`config.mk`:
```
export PLATFORM = sky130hd
export DESIGN_NAME = pcie_root_port_link_caps
export DESIGN_NICKNAME = d
export VERILOG_FILES = /design/src/design/root_port_link_pkg.sv /design/src/design/pcie_root_port_link_caps.sv /design/src/design/write_once_field.sv
export SDC_FILE = /design/constraint.sdc
export NUM_CORES = 1
export LEC_CHECK = 0
export BUFFER_PORTS_ARGS = -buffer_cell sky130_fd_sc_hd__buf_4
export CAP_MARGIN = 15
export CORE_UTILIZATION = 53
export CTS_CLUSTER_SIZE = 14
export DETAILED_ROUTE_END_ITERATION = 7
export PLACE_DENSITY = 0.75
export SETUP_SLACK_MARGIN = 0.02
export SLEW_MARGIN = 10
export SYNTH_ARGS = -nofsm -noshare
export SYNTH_HDL_FRONTEND = slang
export SYNTH_HIERARCHICAL = 1
export SYNTH_SLANG_ARGS = --single-unit
```
`constraint.sdc`:
```
create_clock -name clk_i -period 2.3 [get_ports clk_i]
set_clock_uncertainty 0.15 [all_clocks]
set_input_delay 0.115 -clock clk_i [delete_from_list [all_inputs] [get_ports clk_i]]
set_output_delay 0.115 -clock clk_i [all_outputs]
set_load 0.005 [all_outputs]
```
`src/design/root_port_link_pkg.sv`:
```
// Constants and types for the second graphics root port link register bank
package root_port_link_pkg;

  // ----------------------------------------------------------------
  // Configuration access carrier
  // ----------------------------------------------------------------
  typedef struct packed {
    logic        rd;
    logic        wr;
    logic [11:0] addr;
    logic [3:0]  byte_en;
    logic [31:0] wdata;
  } cfg_req_s;

  // ----------------------------------------------------------------
  // Byte offsets of the bank, as printed
  // ----------------------------------------------------------------
  localparam logic [11:0] LINK_CAPABILITIES_OFS           = 12'h0ac;
  localparam logic [11:0] LINK_CONTROL_OFS                = 12'h0b0;
  localparam logic [11:0] LINK_STATUS_OFS                 = 12'h0b2;
  localparam logic [11:0] SLOT_CAPABILITIES_OFS           = 12'h0b4;
  localparam logic [11:0] SLOT_CONTROL_OFS                = 12'h0b8;
  localparam logic [11:0] SLOT_STATUS_OFS                 = 12'h0ba;
  localparam logic [11:0] ROOT_CONTROL_OFS                = 12'h0bc;
  localparam logic [11:0] ROOT_STATUS_OFS                 = 12'h0c0;
  localparam logic [11:0] LEGACY_CONTROL_OFS              = 12'h0ec;
  localparam logic [11:0] VC_EXTENDED_CAP_HEADER_OFS      = 12'h100;
  localparam logic [11:0] PORT_VC_CAPABILITY_ONE_OFS      = 12'h104;
  localparam logic [11:0] PORT_VC_CAPABILITY_TWO_OFS      = 12'h108;
  localparam logic [11:0] PORT_VC_CONTROL_OFS             = 12'h10c;
  localparam logic [11:0] VC_ZERO_RESOURCE_CAPABILITY_OFS = 12'h110;
  localparam logic [11:0] VC_ZERO_RESOURCE_CONTROL_OFS    = 12'h114;
  localparam logic [11:0] VC_ZERO_RESOURCE_STATUS_OFS     = 12'h11a;
  localparam logic [11:0] VC_ONE_RESOURCE_CAPABILITY_OFS  = 12'h11c;
  localparam logic [11:0] VC_ONE_RESOURCE_CONTROL_OFS     = 12'h120;
  localparam logic [11:0] VC_ONE_RESOURCE_STATUS_OFS      = 12'h126;
  localparam logic [11:0] LINK_DECLARATION_HEADER_OFS     = 12'h140;

  // ----------------------------------------------------------------
  // Values after reset
  // ----------------------------------------------------------------
  localparam logic [15:0] LINK_CONTROL_RST                = 16'h0000;
  localparam logic [15:0] LINK_STATUS_RST                 = 16'h1001;
  localparam logic [31:0] SLOT_CAPABILITIES_RST           = 32'h0000_0000;
  localparam logic [15:0] SLOT_CONTROL_RST                = 16'h01c0;
  localparam logic [15:0] SLOT_STATUS_RST                 = 16'h0000;
  localparam logic [15:0] ROOT_CONTROL_RST                = 16'h0000;
  localparam logic [31:0] ROOT_STATUS_RST                 = 32'h0000_0000;
  localparam logic [31:0] LEGACY_CONTROL_RST              = 32'h0000_0000;
  localparam logic [31:0] VC_EXTENDED_CAP_HEADER_RST      = 32'h1401_0002;
  localparam logic [31:0] PORT_VC_CAPABILITY_ONE_RST      = 32'h0000_0001;
  localparam logic [31:0] PORT_VC_CAPABILITY_TWO_RST      = 32'h0000_0001;
  localparam logic [15:0] PORT_VC_CONTROL_RST             = 16'h0000;
  localparam logic [31:0] VC_ZERO_RESOURCE_CAPABILITY_RST = 32'h0000_0000;
  localparam logic [31:0] VC_ZERO_RESOURCE_CONTROL_RST    = 32'h8000_00ff;
  localparam logic [15:0] VC_ZERO_RESOURCE_STATUS_RST     = 16'h0002;
  localparam logic [31:0] VC_ONE_RESOURCE_CAPABILITY_RST  = 32'h0000_8000;
  localparam logic [31:0] VC_ONE_RESOURCE_CONTROL_RST     = 32'h0100_0000;
  localparam logic [15:0] VC_ONE_RESOURCE_STATUS_RST      = 16'h0002;
  localparam logic [31:0] LINK_DECLARATION_HEADER_RST     = 32'h0001_0005;

  // ----------------------------------------------------------------
  // Link capability fields
  // ----------------------------------------------------------------
  localparam int          PORT_NUMBER_LSB       = 24;
  localparam int          L1_EXIT_LSB           = 15;
  localparam int          L0S_EXIT_LSB          = 12;
  localparam int          ASPM_LSB              = 10;
  localparam int          LINK_WIDTH_LSB        = 4;
  localparam int          LINK_SPEED_LSB        = 0;
  localparam logic [7:0]  PORT_NUMBER_VAL       = 8'h02;
  localparam logic [2:0]  L1_EXIT_RST           = 3'h2;
  localparam logic [2:0]  L0S_EXIT_RST          = 3'h2;
  localparam logic [1:0]  ASPM_SUPPORT_VAL      = 2'h3;
  localparam logic [5:0]  WIDTH_EIGHT_LANES     = 6'h08;
  localparam logic [5:0]  WIDTH_ONE_LANE        = 6'h01;
  localparam logic [3:0]  SPEED_2G5_VAL         = 4'h1;

  // Byte lanes that must be enabled for a write to a latency field or to slot capabilities
  localparam logic [3:0]  L1_EXIT_LANES         = 4'h6;
  localparam logic [3:0]  L0S_EXIT_LANES        = 4'h2;
  localparam logic [3:0]  FULL_DWORD_LANES      = 4'hf;

endpackage : root_port_link_pkg

```
`src/design/pcie_root_port_link_caps.sv`:
```
// Link, slot, root and virtual channel register bank of the second graphics root port
//
// Contract
// - Link capability bits 31:24 are read-only and read 02h, matching the element port number.
// - Bits 17:15 are the write-once L1 exit latency, default 010b (2 us to under 4 us).
// - Bits 14:12 are the write-once L0s exit latency, default 010b (128 ns to under 256 ns).
// - Bits 11:10 are read-only and read 11b, L0s and L1 active-state entry supported.
// - Bits 9:4 are read-only and report eight lanes, 08h, in normal operation.
// - While single-lane forcing is enabled, bits 9:4 report one lane, 01h.
// - Bits 3:0 are read-only and read 1h, a 2.5 Gb/s maximum speed.
`timescale 1ns/1ps
module pcie_root_port_link_caps (
  input  wire logic                         clk_i,
  input  wire logic                         reset_i,
  input  wire root_port_link_pkg::cfg_req_s cfg_req_i,
  input  wire logic                         force_single_lane_i,
  output logic      [31:0]                  cfg_rdata_o,
  output logic                              cfg_ack_o,
  output logic      [2:0]                   l1_exit_latency_o,
  output logic      [2:0]                   l0s_exit_latency_o,
  output logic      [5:0]                   max_link_width_o
);
  import root_port_link_pkg::*;

  // ----------------------------------------------------------------
  // Declarations
  // ----------------------------------------------------------------
  // Request decode
  logic [11:0] dword_addr;
  logic        wr_any;

  // Stored fields
  logic [2:0]  l1_exit;
  logic [2:0]  l0s_exit;
  logic [31:0] slot_capabilities;
  logic [15:0] link_control;
  logic [15:0] slot_control;
  logic [15:0] root_control;
  logic [31:0] legacy_control;
  logic [15:0] port_vc_control;
  logic [31:0] vc_zero_resource_control;
  logic [31:0] vc_one_resource_control;

  // Forcing pin path
  logic        force_meta;
  logic        force_sync_a;
  logic        force_sync_b;
  logic        force_single_lane;
  logic [5:0]  link_width;

  // Read path
  logic [31:0] link_capabilities;
  logic [31:0] next_rdata;

  // Write strobes
  logic        l1_wr;
  logic        l0s_wr;
  logic        slot_cap_wr;

  // Byte-lane merge of write data into a register
  function automatic logic [31:0] merge(input logic [31:0] old_value,
                                        input logic [31:0] wdata,
                                        input logic [3:0]  byte_en);
    logic [31:0] result;
    result = old_value;
    for (int i = 0; i < 4; i++) begin
      if (byte_en[i]) begin
        result[i*8 +: 8] = wdata[i*8 +: 8];
      end
    end
    return result;
  endfunction : merge

  // Request decode on the aligned dword
  // Byte offset bits are ignored
  assign dword_addr = {cfg_req_i.addr[11:2], 2'b00};
  assign wr_any     = cfg_req_i.wr;

  // ----------------------------------------------------------------
  // Single-lane forcing input, three-stage synchroniser
  // ----------------------------------------------------------------
  // Pin is asynchronous; a change counts once stages two and three agree
  // Stages reset to the idle level of the pin
  always_ff @(posedge clk_i) begin
    if (reset_i) begin
      force_meta   <= 1'b0;
      force_sync_a <= 1'b0;
      force_sync_b <= 1'b0;
    end else begin
      force_meta   <= force_single_lane_i;
      force_sync_a <= force_meta;
      force_sync_b <= force_sync_a;
    end
  end

  // Filtered forcing level
  // Single-stage glitches never reach the width
  always_ff @(posedge clk_i) begin
    if (reset_i) begin
      force_single_lane <= 1'b0;
    end else if (force_sync_a == force_sync_b) begin
      force_single_lane <= force_sync_b;
    end
  end

  // Width reported in the capability register
  // Width follows the filtered level only
  assign link_width = force_single_lane ? WIDTH_ONE_LANE
                                        : WIDTH_EIGHT_LANES;

  // ----------------------------------------------------------------
  // Write-once fields
  // ----------------------------------------------------------------
  // A latency write counts only with every lane of the field enabled
  // A write missing a lane leaves the field open
  assign l1_wr  = wr_any && (dword_addr == LINK_CAPABILITIES_OFS)
                  && ((cfg_req_i.byte_en & L1_EXIT_LANES) == L1_EXIT_LANES);
  assign l0s_wr = wr_any && (dword_addr == LINK_CAPABILITIES_OFS)
                  && ((cfg_req_i.byte_en & L0S_EXIT_LANES) == L0S_EXIT_LANES);
  assign slot_cap_wr = wr_any && (dword_addr == SLOT_CAPABILITIES_OFS)
                       && (cfg_req_i.byte_en == FULL_DWORD_LANES);

  // L1 exit latency, first write wins
  // Each field locks on its own
  write_once_field #(
    .WIDTH       (3),
    .RESET_VALUE (L1_EXIT_RST)
  ) u_l1_exit (
    .clk_i    (clk_i),
    .reset_i  (reset_i),
    .wr_i     (l1_wr),
    .data_i   (cfg_req_i.wdata[L1_EXIT_LSB +: 3]),
    .value_o  (l1_exit),
    .locked_o ()
  );

  // L0s exit latency, first write wins
  write_once_field #(
    .WIDTH       (3),
    .RESET_VALUE (L0S_EXIT_RST)
  ) u_l0s_exit (
    .clk_i    (clk_i),
    .reset_i  (reset_i),
    .wr_i     (l0s_wr),
    .data_i   (cfg_req_i.wdata[L0S_EXIT_LSB +: 3]),
    .value_o  (l0s_exit),
    .locked_o ()
  );

  // Slot capabilities, written once as a whole dword
  // Partial writes dropped, whole dword locks at once
  write_once_field #(
    .WIDTH       (32),
    .RESET_VALUE (SLOT_CAPABILITIES_RST)
  ) u_slot_caps (
    .clk_i    (clk_i),
    .reset_i  (reset_i),
    .wr_i     (slot_cap_wr),
    .data_i   (cfg_req_i.wdata),
    .value_o  (slot_capabilities),
    .locked_o ()
  );

  // Assembled link capability word
  // Reserved bits 23:18 read zero
  always_comb begin
    link_capabilities = '0;
    link_capabilities[PORT_NUMBER_LSB +: 8] = PORT_NUMBER_VAL;
    link_capabilities[L1_EXIT_LSB     +: 3] = l1_exit;
    link_capabilities[L0S_EXIT_LSB    +: 3] = l0s_exit;
    link_capabilities[ASPM_LSB        +: 2] = ASPM_SUPPORT_VAL;
    link_capabilities[LINK_WIDTH_LSB  +: 6] = link_width;
    link_capabilities[LINK_SPEED_LSB  +: 4] = SPEED_2G5_VAL;
  end

  // ----------------------------------------------------------------
  // Read-write control registers
  // ----------------------------------------------------------------
  // 16-bit controls sit in the low half of their dword
  // Upper halves hold status or zero, never written
  always_ff @(posedge clk_i) begin
    if (reset_i) begin
      link_control    <= LINK_CONTROL_RST;
      slot_control    <= SLOT_CONTROL_RST;
      root_control    <= ROOT_CONTROL_RST;
      port_vc_control <= PORT_VC_CONTROL_RST;
    end else if (wr_any) begin
      if (dword_addr == LINK_CONTROL_OFS) begin
        link_control <= 16'(merge({16'h0000, link_control},
                                  cfg_req_i.wdata, cfg_req_i.byte_en));
      end else if (dword_addr == SLOT_CONTROL_OFS) begin
        slot_control <= 16'(merge({16'h0000, slot_control},
                                  cfg_req_i.wdata, cfg_req_i.byte_en));
      end else if (dword_addr == ROOT_CONTROL_OFS) begin
        root_control <= 16'(merge({16'h0000, root_control},
                                  cfg_req_i.wdata, cfg_req_i.byte_en));
      end else if (dword_addr == PORT_VC_CONTROL_OFS) begin
        port_vc_control <= 16'(merge({16'h0000, port_vc_control},
                                     cfg_req_i.wdata, cfg_req_i.byte_en));
      end
    end
  end

  // 32-bit controls
  // Every lane of these words is writable
  // Writes elsewhere are acked and dropped
  always_ff @(posedge clk_i) begin
    if (reset_i) begin
      legacy_control           <= LEGACY_CONTROL_RST;
      vc_zero_resource_control <= VC_ZERO_RESOURCE_CONTROL_RST;
      vc_one_resource_control  <= VC_ONE_RESOURCE_CONTROL_RST;
    end else if (wr_any) begin
      if (dword_addr == LEGACY_CONTROL_OFS) begin
        legacy_control <= merge(legacy_control, cfg_req_i.wdata, cfg_req_i.byte_en);
      end else if (dword_addr == VC_ZERO_RESOURCE_CONTROL_OFS) begin
        vc_zero_resource_control <= merge(vc_zero_resource_control,
                                          cfg_req_i.wdata, cfg_req_i.byte_en);
      end else if (dword_addr == VC_ONE_RESOURCE_CONTROL_OFS) begin
        vc_one_resource_control <= merge(vc_one_resource_control,
                                         cfg_req_i.wdata, cfg_req_i.byte_en);
      end
    end
  end

  // ----------------------------------------------------------------
  // Read multiplexer
  // ----------------------------------------------------------------
  // Unmapped dwords read zero; status halves sit above their controls
  // Reads have no side effects
  always_comb begin
    next_rdata = 32'h0000_0000;
    if (dword_addr == LINK_CAPABILITIES_OFS) begin
      next_rdata = link_capabilities;
    end else if (dword_addr == LINK_CONTROL_OFS) begin
      next_rdata = {LINK_STATUS_RST, link_control};
    end else if (dword_addr == SLOT_CAPABILITIES_OFS) begin
      next_rdata = slot_capabilities;
    end else if (dword_addr == SLOT_CONTROL_OFS) begin
      next_rdata = {SLOT_STATUS_RST, slot_control};
    end else if (dword_addr == ROOT_CONTROL_OFS) begin
      next_rdata = {16'h0000, root_control};
    end else if (dword_addr == ROOT_STATUS_OFS) begin
      next_rdata = ROOT_STATUS_RST;
    end else if (dword_addr == LEGACY_CONTROL_OFS) begin
      next_rdata = legacy_control;
    end else if (dword_addr == VC_EXTENDED_CAP_HEADER_OFS) begin
      next_rdata = VC_EXTENDED_CAP_HEADER_RST;
    end else if (dword_addr == PORT_VC_CAPABILITY_ONE_OFS) begin
      next_rdata = PORT_VC_CAPABILITY_ONE_RST;
    end else if (dword_addr == PORT_VC_CAPABILITY_TWO_OFS) begin
      next_rdata = PORT_VC_CAPABILITY_TWO_RST;
    end else if (dword_addr == PORT_VC_CONTROL_OFS) begin
      next_rdata = {16'h0000, port_vc_control};
    end else if (dword_addr == VC_ZERO_RESOURCE_CAPABILITY_OFS) begin
      next_rdata = VC_ZERO_RESOURCE_CAPABILITY_RST;
    end else if (dword_addr == VC_ZERO_RESOURCE_CONTROL_OFS) begin
      next_rdata = vc_zero_resource_control;
    end else if (dword_addr == {VC_ZERO_RESOURCE_STATUS_OFS[11:2], 2'b00}) begin
      next_rdata = {VC_ZERO_RESOURCE_STATUS_RST, 16'h0000};
    end else if (dword_addr == VC_ONE_RESOURCE_CAPABILITY_OFS) begin
      next_rdata = VC_ONE_RESOURCE_CAPABILITY_RST;
    end else if (dword_addr == VC_ONE_RESOURCE_CONTROL_OFS) begin
      next_rdata = vc_one_resource_control;
    end else if (dword_addr == {VC_ONE_RESOURCE_STATUS_OFS[11:2], 2'b00}) begin
      next_rdata = {VC_ONE_RESOURCE_STATUS_RST, 16'h0000};
    end else if (dword_addr == LINK_DECLARATION_HEADER_OFS) begin
      next_rdata = LINK_DECLARATION_HEADER_RST;
    end
  end

  // ----------------------------------------------------------------
  // Registered outputs
  // ----------------------------------------------------------------
  // Answer one cycle after each read or write
  // Zero outside reads, so no stale word looks valid
  always_ff @(posedge clk_i) begin
    if (reset_i) begin
      cfg_rdata_o <= 32'h0000_0000;
      cfg_ack_o   <= 1'b0;
    end else begin
      cfg_ack_o   <= cfg_req_i.rd | cfg_req_i.wr;
      cfg_rdata_o <= cfg_req_i.rd ? next_rdata : 32'h0000_0000;
    end
  end

  // Live link capability fields for the port logic
  // Copies lag the register by one cycle
  always_ff @(posedge clk_i) begin
    if (reset_i) begin
      l1_exit_latency_o  <= L1_EXIT_RST;
      l0s_exit_latency_o <= L0S_EXIT_RST;
      max_link_width_o   <= WIDTH_EIGHT_LANES;
    end else begin
      l1_exit_latency_o  <= l1_exit;
      l0s_exit_latency_o <= l0s_exit;
      max_link_width_o   <= link_width;
    end
  end

endmodule : pcie_root_port_link_caps

```
`src/design/write_once_field.sv`:
```
// Field that keeps its default until the first write after reset
`timescale 1ns/1ps
module write_once_field #(
  parameter int                 WIDTH       = 3,
  parameter logic [WIDTH-1:0]   RESET_VALUE = '0
) (
  input  wire logic             clk_i,
  input  wire logic             reset_i,
  input  wire logic             wr_i,
  input  wire logic [WIDTH-1:0] data_i,
  output logic      [WIDTH-1:0] value_o,
  output logic                  locked_o
);

  // ----------------------------------------------------------------
  // Storage and lock
  // ----------------------------------------------------------------
  // First write stores and locks; later writes wait for reset
  always_ff @(posedge clk_i) begin
    if (reset_i) begin
      value_o  <= RESET_VALUE;
      locked_o <= 1'b0;
    end else if (wr_i && !locked_o) begin
      value_o  <= data_i;
      locked_o <= 1'b1;
    end
  end

endmodule : write_once_field

```
==> metrics.md <==
| Metric | Value |
|---|---|
| Status | `complete, no violations` |
| N_diodes | `0` |
| Slew @ Worst Pin | `0.9441 ns` |
| Port bufs | `91` |
| Layout Utilization | `68.31%` |
| Worst min path class | `in -> reg` |
| Cells after DPL | `1570` |
| Worst hold margin | `0.05039 ns` |
| Crit-path slowest cell | `dlygate4sd3_1` |
| Share of Yosys cell area claimed by the top area cell type | `46.83%` |
| GRT Total Usage | `31.35%` |
| Dominant synthesized flop cell | `dfxtp_1` |
| Crit. End Element | `flop` |
| # Post-CTS Setup Buffers | `0` |
| Total CTS buffers | `26` |
| Worst Hold Path EP | `cfg_rdata_o[17]$_SDFF_PP0_` |
| Non-filler instance count after layout | `1659` |
| DRT Pass-1 Iters | `8` |
| Die Height | `142.9 um` |
| Number of fill cells in the layout | `1577` |
| Overflow after GRT | `0` |
| CTS Sinks | `246` |
| Die width | `142.9 um` |
| Largest cells by area after synthesis | `dfxtp_1 47%, mux2i_1 7.2%, nand2_1 6.2%, a21oi_1 5.7%, nor2_1 4.3%` |
| Area Overhead vs Synth | `26.43%` |
| Final Hold Viols | `0` |
| Hold_sp | `cfg_req_i[39]` |
| Final Net Count | `1429` |
| Cell Pwr Density | `677.9 nW/um^2` |
| Count of pins over their slew limit | `0` |
| Fraction of registers with async set/reset | `0%` |
| Die area | `20410 sq um` |
| Synth area leader | `dfxtp_1` |
| Worst relative slew slack | `37.06%` |
| CTS tree | `yes` |
| Crit path largest cell delay | `0.57 ns` |
| Reg2reg start | `u_slot_caps/locked_o$_SDFFE_PP0P_` |
| Residual DRC count | `0` |
| CTS max path bufs | `3` |
| Multi-input gate area | `5160 sq um` |
| Register area share after synthesis | `46.83%` |
| Worst hold path cell count | `4` |
| Vias in the first global route | `9525` |
| Initial antenna violation count | `0` |
| Routability congestion estimate | `0.9068` |
| Post-synthesis cell type count | `62` |
| H-tree levels | `1` |
| Layout cells sized above 1 | `17.86%` |
| Max_cap viols | `0` |
| Synth cell count leaders | `246 x dfxtp_1, 174 x nand2_1, 121 x nor2_1, 120 x a21oi_1, 76 x mux2i_1` |
| Synthesis-stage register bit count | `246` |
| EDFF count, synth | `0` |
| Avg Cell Area, Syn | `8.719 sq um` |
| Yosys warnings | `6` |
| Final setup viols | `0` |
| First DRT Iteration DRCs | `818` |
| Top-count cell post-synth | `dfxtp_1` |
| Clock-pin slew on the worst setup and hold paths | `0.06 ns` |
| Final WL | `31.71 mm` |
| Worst reg-to-reg path cell count | `3` |
| Worst R2R Setup Slack | `0.78 ns` |
| Syn Std Cell Area | `10520 sq um` |
| Initial Util | `54.03%` |
| Setup CP Type | `in -> reg` |
| CP Cell Sequence | `buf_4, or4b_1, buf_4, nor4_4, buf_4, nand3_2, buf_12, mux2i_1, dlygate4sd3_1, nor2_1` |
| Sequential Area | `4925 sq um` |
| Fin crit period | `2.063 ns` |
| Unrepaired setup endpoints after global routing | `no` |
| Num rows | `51` |
| Crit-path max FO | `8` |
| Routed wire per std cell | `19.11 um` |
| Clock root cell | `clkbuf_16` |
| Remaining antenna violation count | `0` |
| Routed via count | `9775` |
| Pin count of the biggest net entering global routing | `249` |
| CP Launch Type | `primary input` |
| FMAX | `0.4847 GHz` |
| First-pass GRT wire length | `49.80 mm` |
| Maximum VDD drop | `0.5935 mV` |
| Vias per cell | `5.892` |
| Core area | `19460 sq um` |
| Clk_lat worst skew | `0.53 ns` |
| Post-CTS Resized | `0` |
| Total power | `9.012 mW` |
| WP data required | `2.54 ns` |
| CP most frequent cell | `buf_4` |
| Post-Synthesis Cells | `1206` |
| I/O pins | `98` |
| Post-DP HPWL | `20.75 mm` |
| Setup WS post-layout | `0.2369 ns` |
| Static leakage | `5.034 nW` |
| Reg2reg end | `u_slot_caps/value_o[24]$_SDFFE_PP0P_` |
| Pre-CTS WS | `-0.1526 ns` |
| Final period utilization | `89.70%` |
| Worst Path Arrival | `2.30 ns` |
## worst max-delay path: cells and delay by family
family / cells / cell delay (ns)
buffers and inverters: 5 / 1.24
muxes: 1 / 0.14
and+or+nand+nor: 4 / 0.80
## per-stage QoR
stage / setup TNS (ns) / cell area (sq um)
6_report: 0 / 13290
3_3_place_gp: -0.5346 / 12000
5_1_grt: 0 / 13290
2_1_floorplan: 0 / 10530
4_1_cts: 0 / 13300
3_5_place_dp: -1.336 / 12000
## layer usage
layer / track usage (%) / wire length (um)
met4: 12.22 / 1213
met1: 39.65 / 12790
met3: 4.997 / 2511
met5: 0 / 0
met2: 53.43 / 15200
## power by group
part / internal [mW] / switching (mW) / total (mW)
clock: 2.53 / 1.72 / 4.25
sequential: 4.26 / 0.00165 / 4.27
combinational: 0.201 / 0.296 / 0.497
total: 7.00 / 2.02 / 9.01
## area by class of cell
cell class	count	area share (%)
tap	265	2.494
sequential	246	37.04
multi-input combinational	860	38.81
inverter	15	0.4235
clock buffer	37	5.741
clock inverter	9	0.7906
timing repair buffer	227	14.69
## flip-flops by register name, summed over array words and instances, names as in the netlist
| register | count |
|---|---|
| cfg_ack_o | 1 |
| cfg_rdata_o | 32 |
| force_meta | 1 |
| force_single_lane | 1 |
| force_sync_a | 1 |
| force_sync_b | 1 |
| l0s_exit_latency_o | 3 |
| l1_exit_latency_o | 3 |
| legacy_control | 32 |
| link_control | 16 |
| max_link_width_o | 2 |
| port_vc_control | 16 |
| root_control | 16 |
| slot_control | 16 |
| u_l0s_exit/locked_o | 1 |
| u_l0s_exit/value_o | 3 |
| u_l1_exit/locked_o | 1 |
| u_l1_exit/value_o | 3 |
| u_slot_caps/locked_o | 1 |
| u_slot_caps/value_o | 32 |
| vc_one_resource_control | 32 |
| vc_zero_resource_control | 32 |
## kinds of logic after synthesis
family	share of synthesized area [%]
AOI/OAI and AO/OA	16.35
and+or+nand+nor	25.00
buffers and inverters	4.331
other	0.03566
DFF	46.83
muxes	7.449
## layout by cell type (no fill, tap or decap), types with 6 or more instances in the layout
master	Yosys	layout
buf_4	8	172
inv_1	15	15
o21ai_0	29	29
nand3_1	42	42
a211o_1	6	6
a22oi_1	24	24
nor3_1	9	8
a21oi_1	120	120
dlygate4sd3_1	0	43
clkbuf_16	0	27
a221oi_1	6	6
nor2b_1	16	16
dfxtp_1	246	246
a22o_1	7	7
a2111oi_0	8	8
nand4bb_1	37	37
buf_12	0	11
nand2b_1	46	46
nor2_1	121	121
o21ai_1	35	35
a222oi_1	14	14
mux2i_1	76	76
nand3b_1	8	8
nand2_1	174	174
o22ai_1	15	15
## what timing repair did
action | CTS | global route
endpoints found under the setup margin | 0 | 2
hold buffers | 44 | 0
hold endpoints to repair | 206 | 0
## worst max path at each step
stage	depth (start not counted)	slack (ns)	end	startpoint
after floorplan	7	0.08	u_slot_caps/value_o[0]$_SDFFE_PP0P_	cfg_req_i[47]
after global placement	10	-0.10	cfg_rdata_o[6]$_SDFF_PP0_	cfg_req_i[45]
after detailed placement	10	-0.15	cfg_rdata_o[6]$_SDFF_PP0_	cfg_req_i[45]
after CTS	10	0.18	vc_one_resource_control[20]$_SDFFE_PP0P_	cfg_req_i[45]
after global routing	10	0.13	vc_one_resource_control[31]$_SDFFE_PP0P_	cfg_req_i[45]
final	10	0.24	vc_one_resource_control[20]$_SDFFE_PP0P_	cfg_req_i[45]
(Power assumes the default switching activity.)
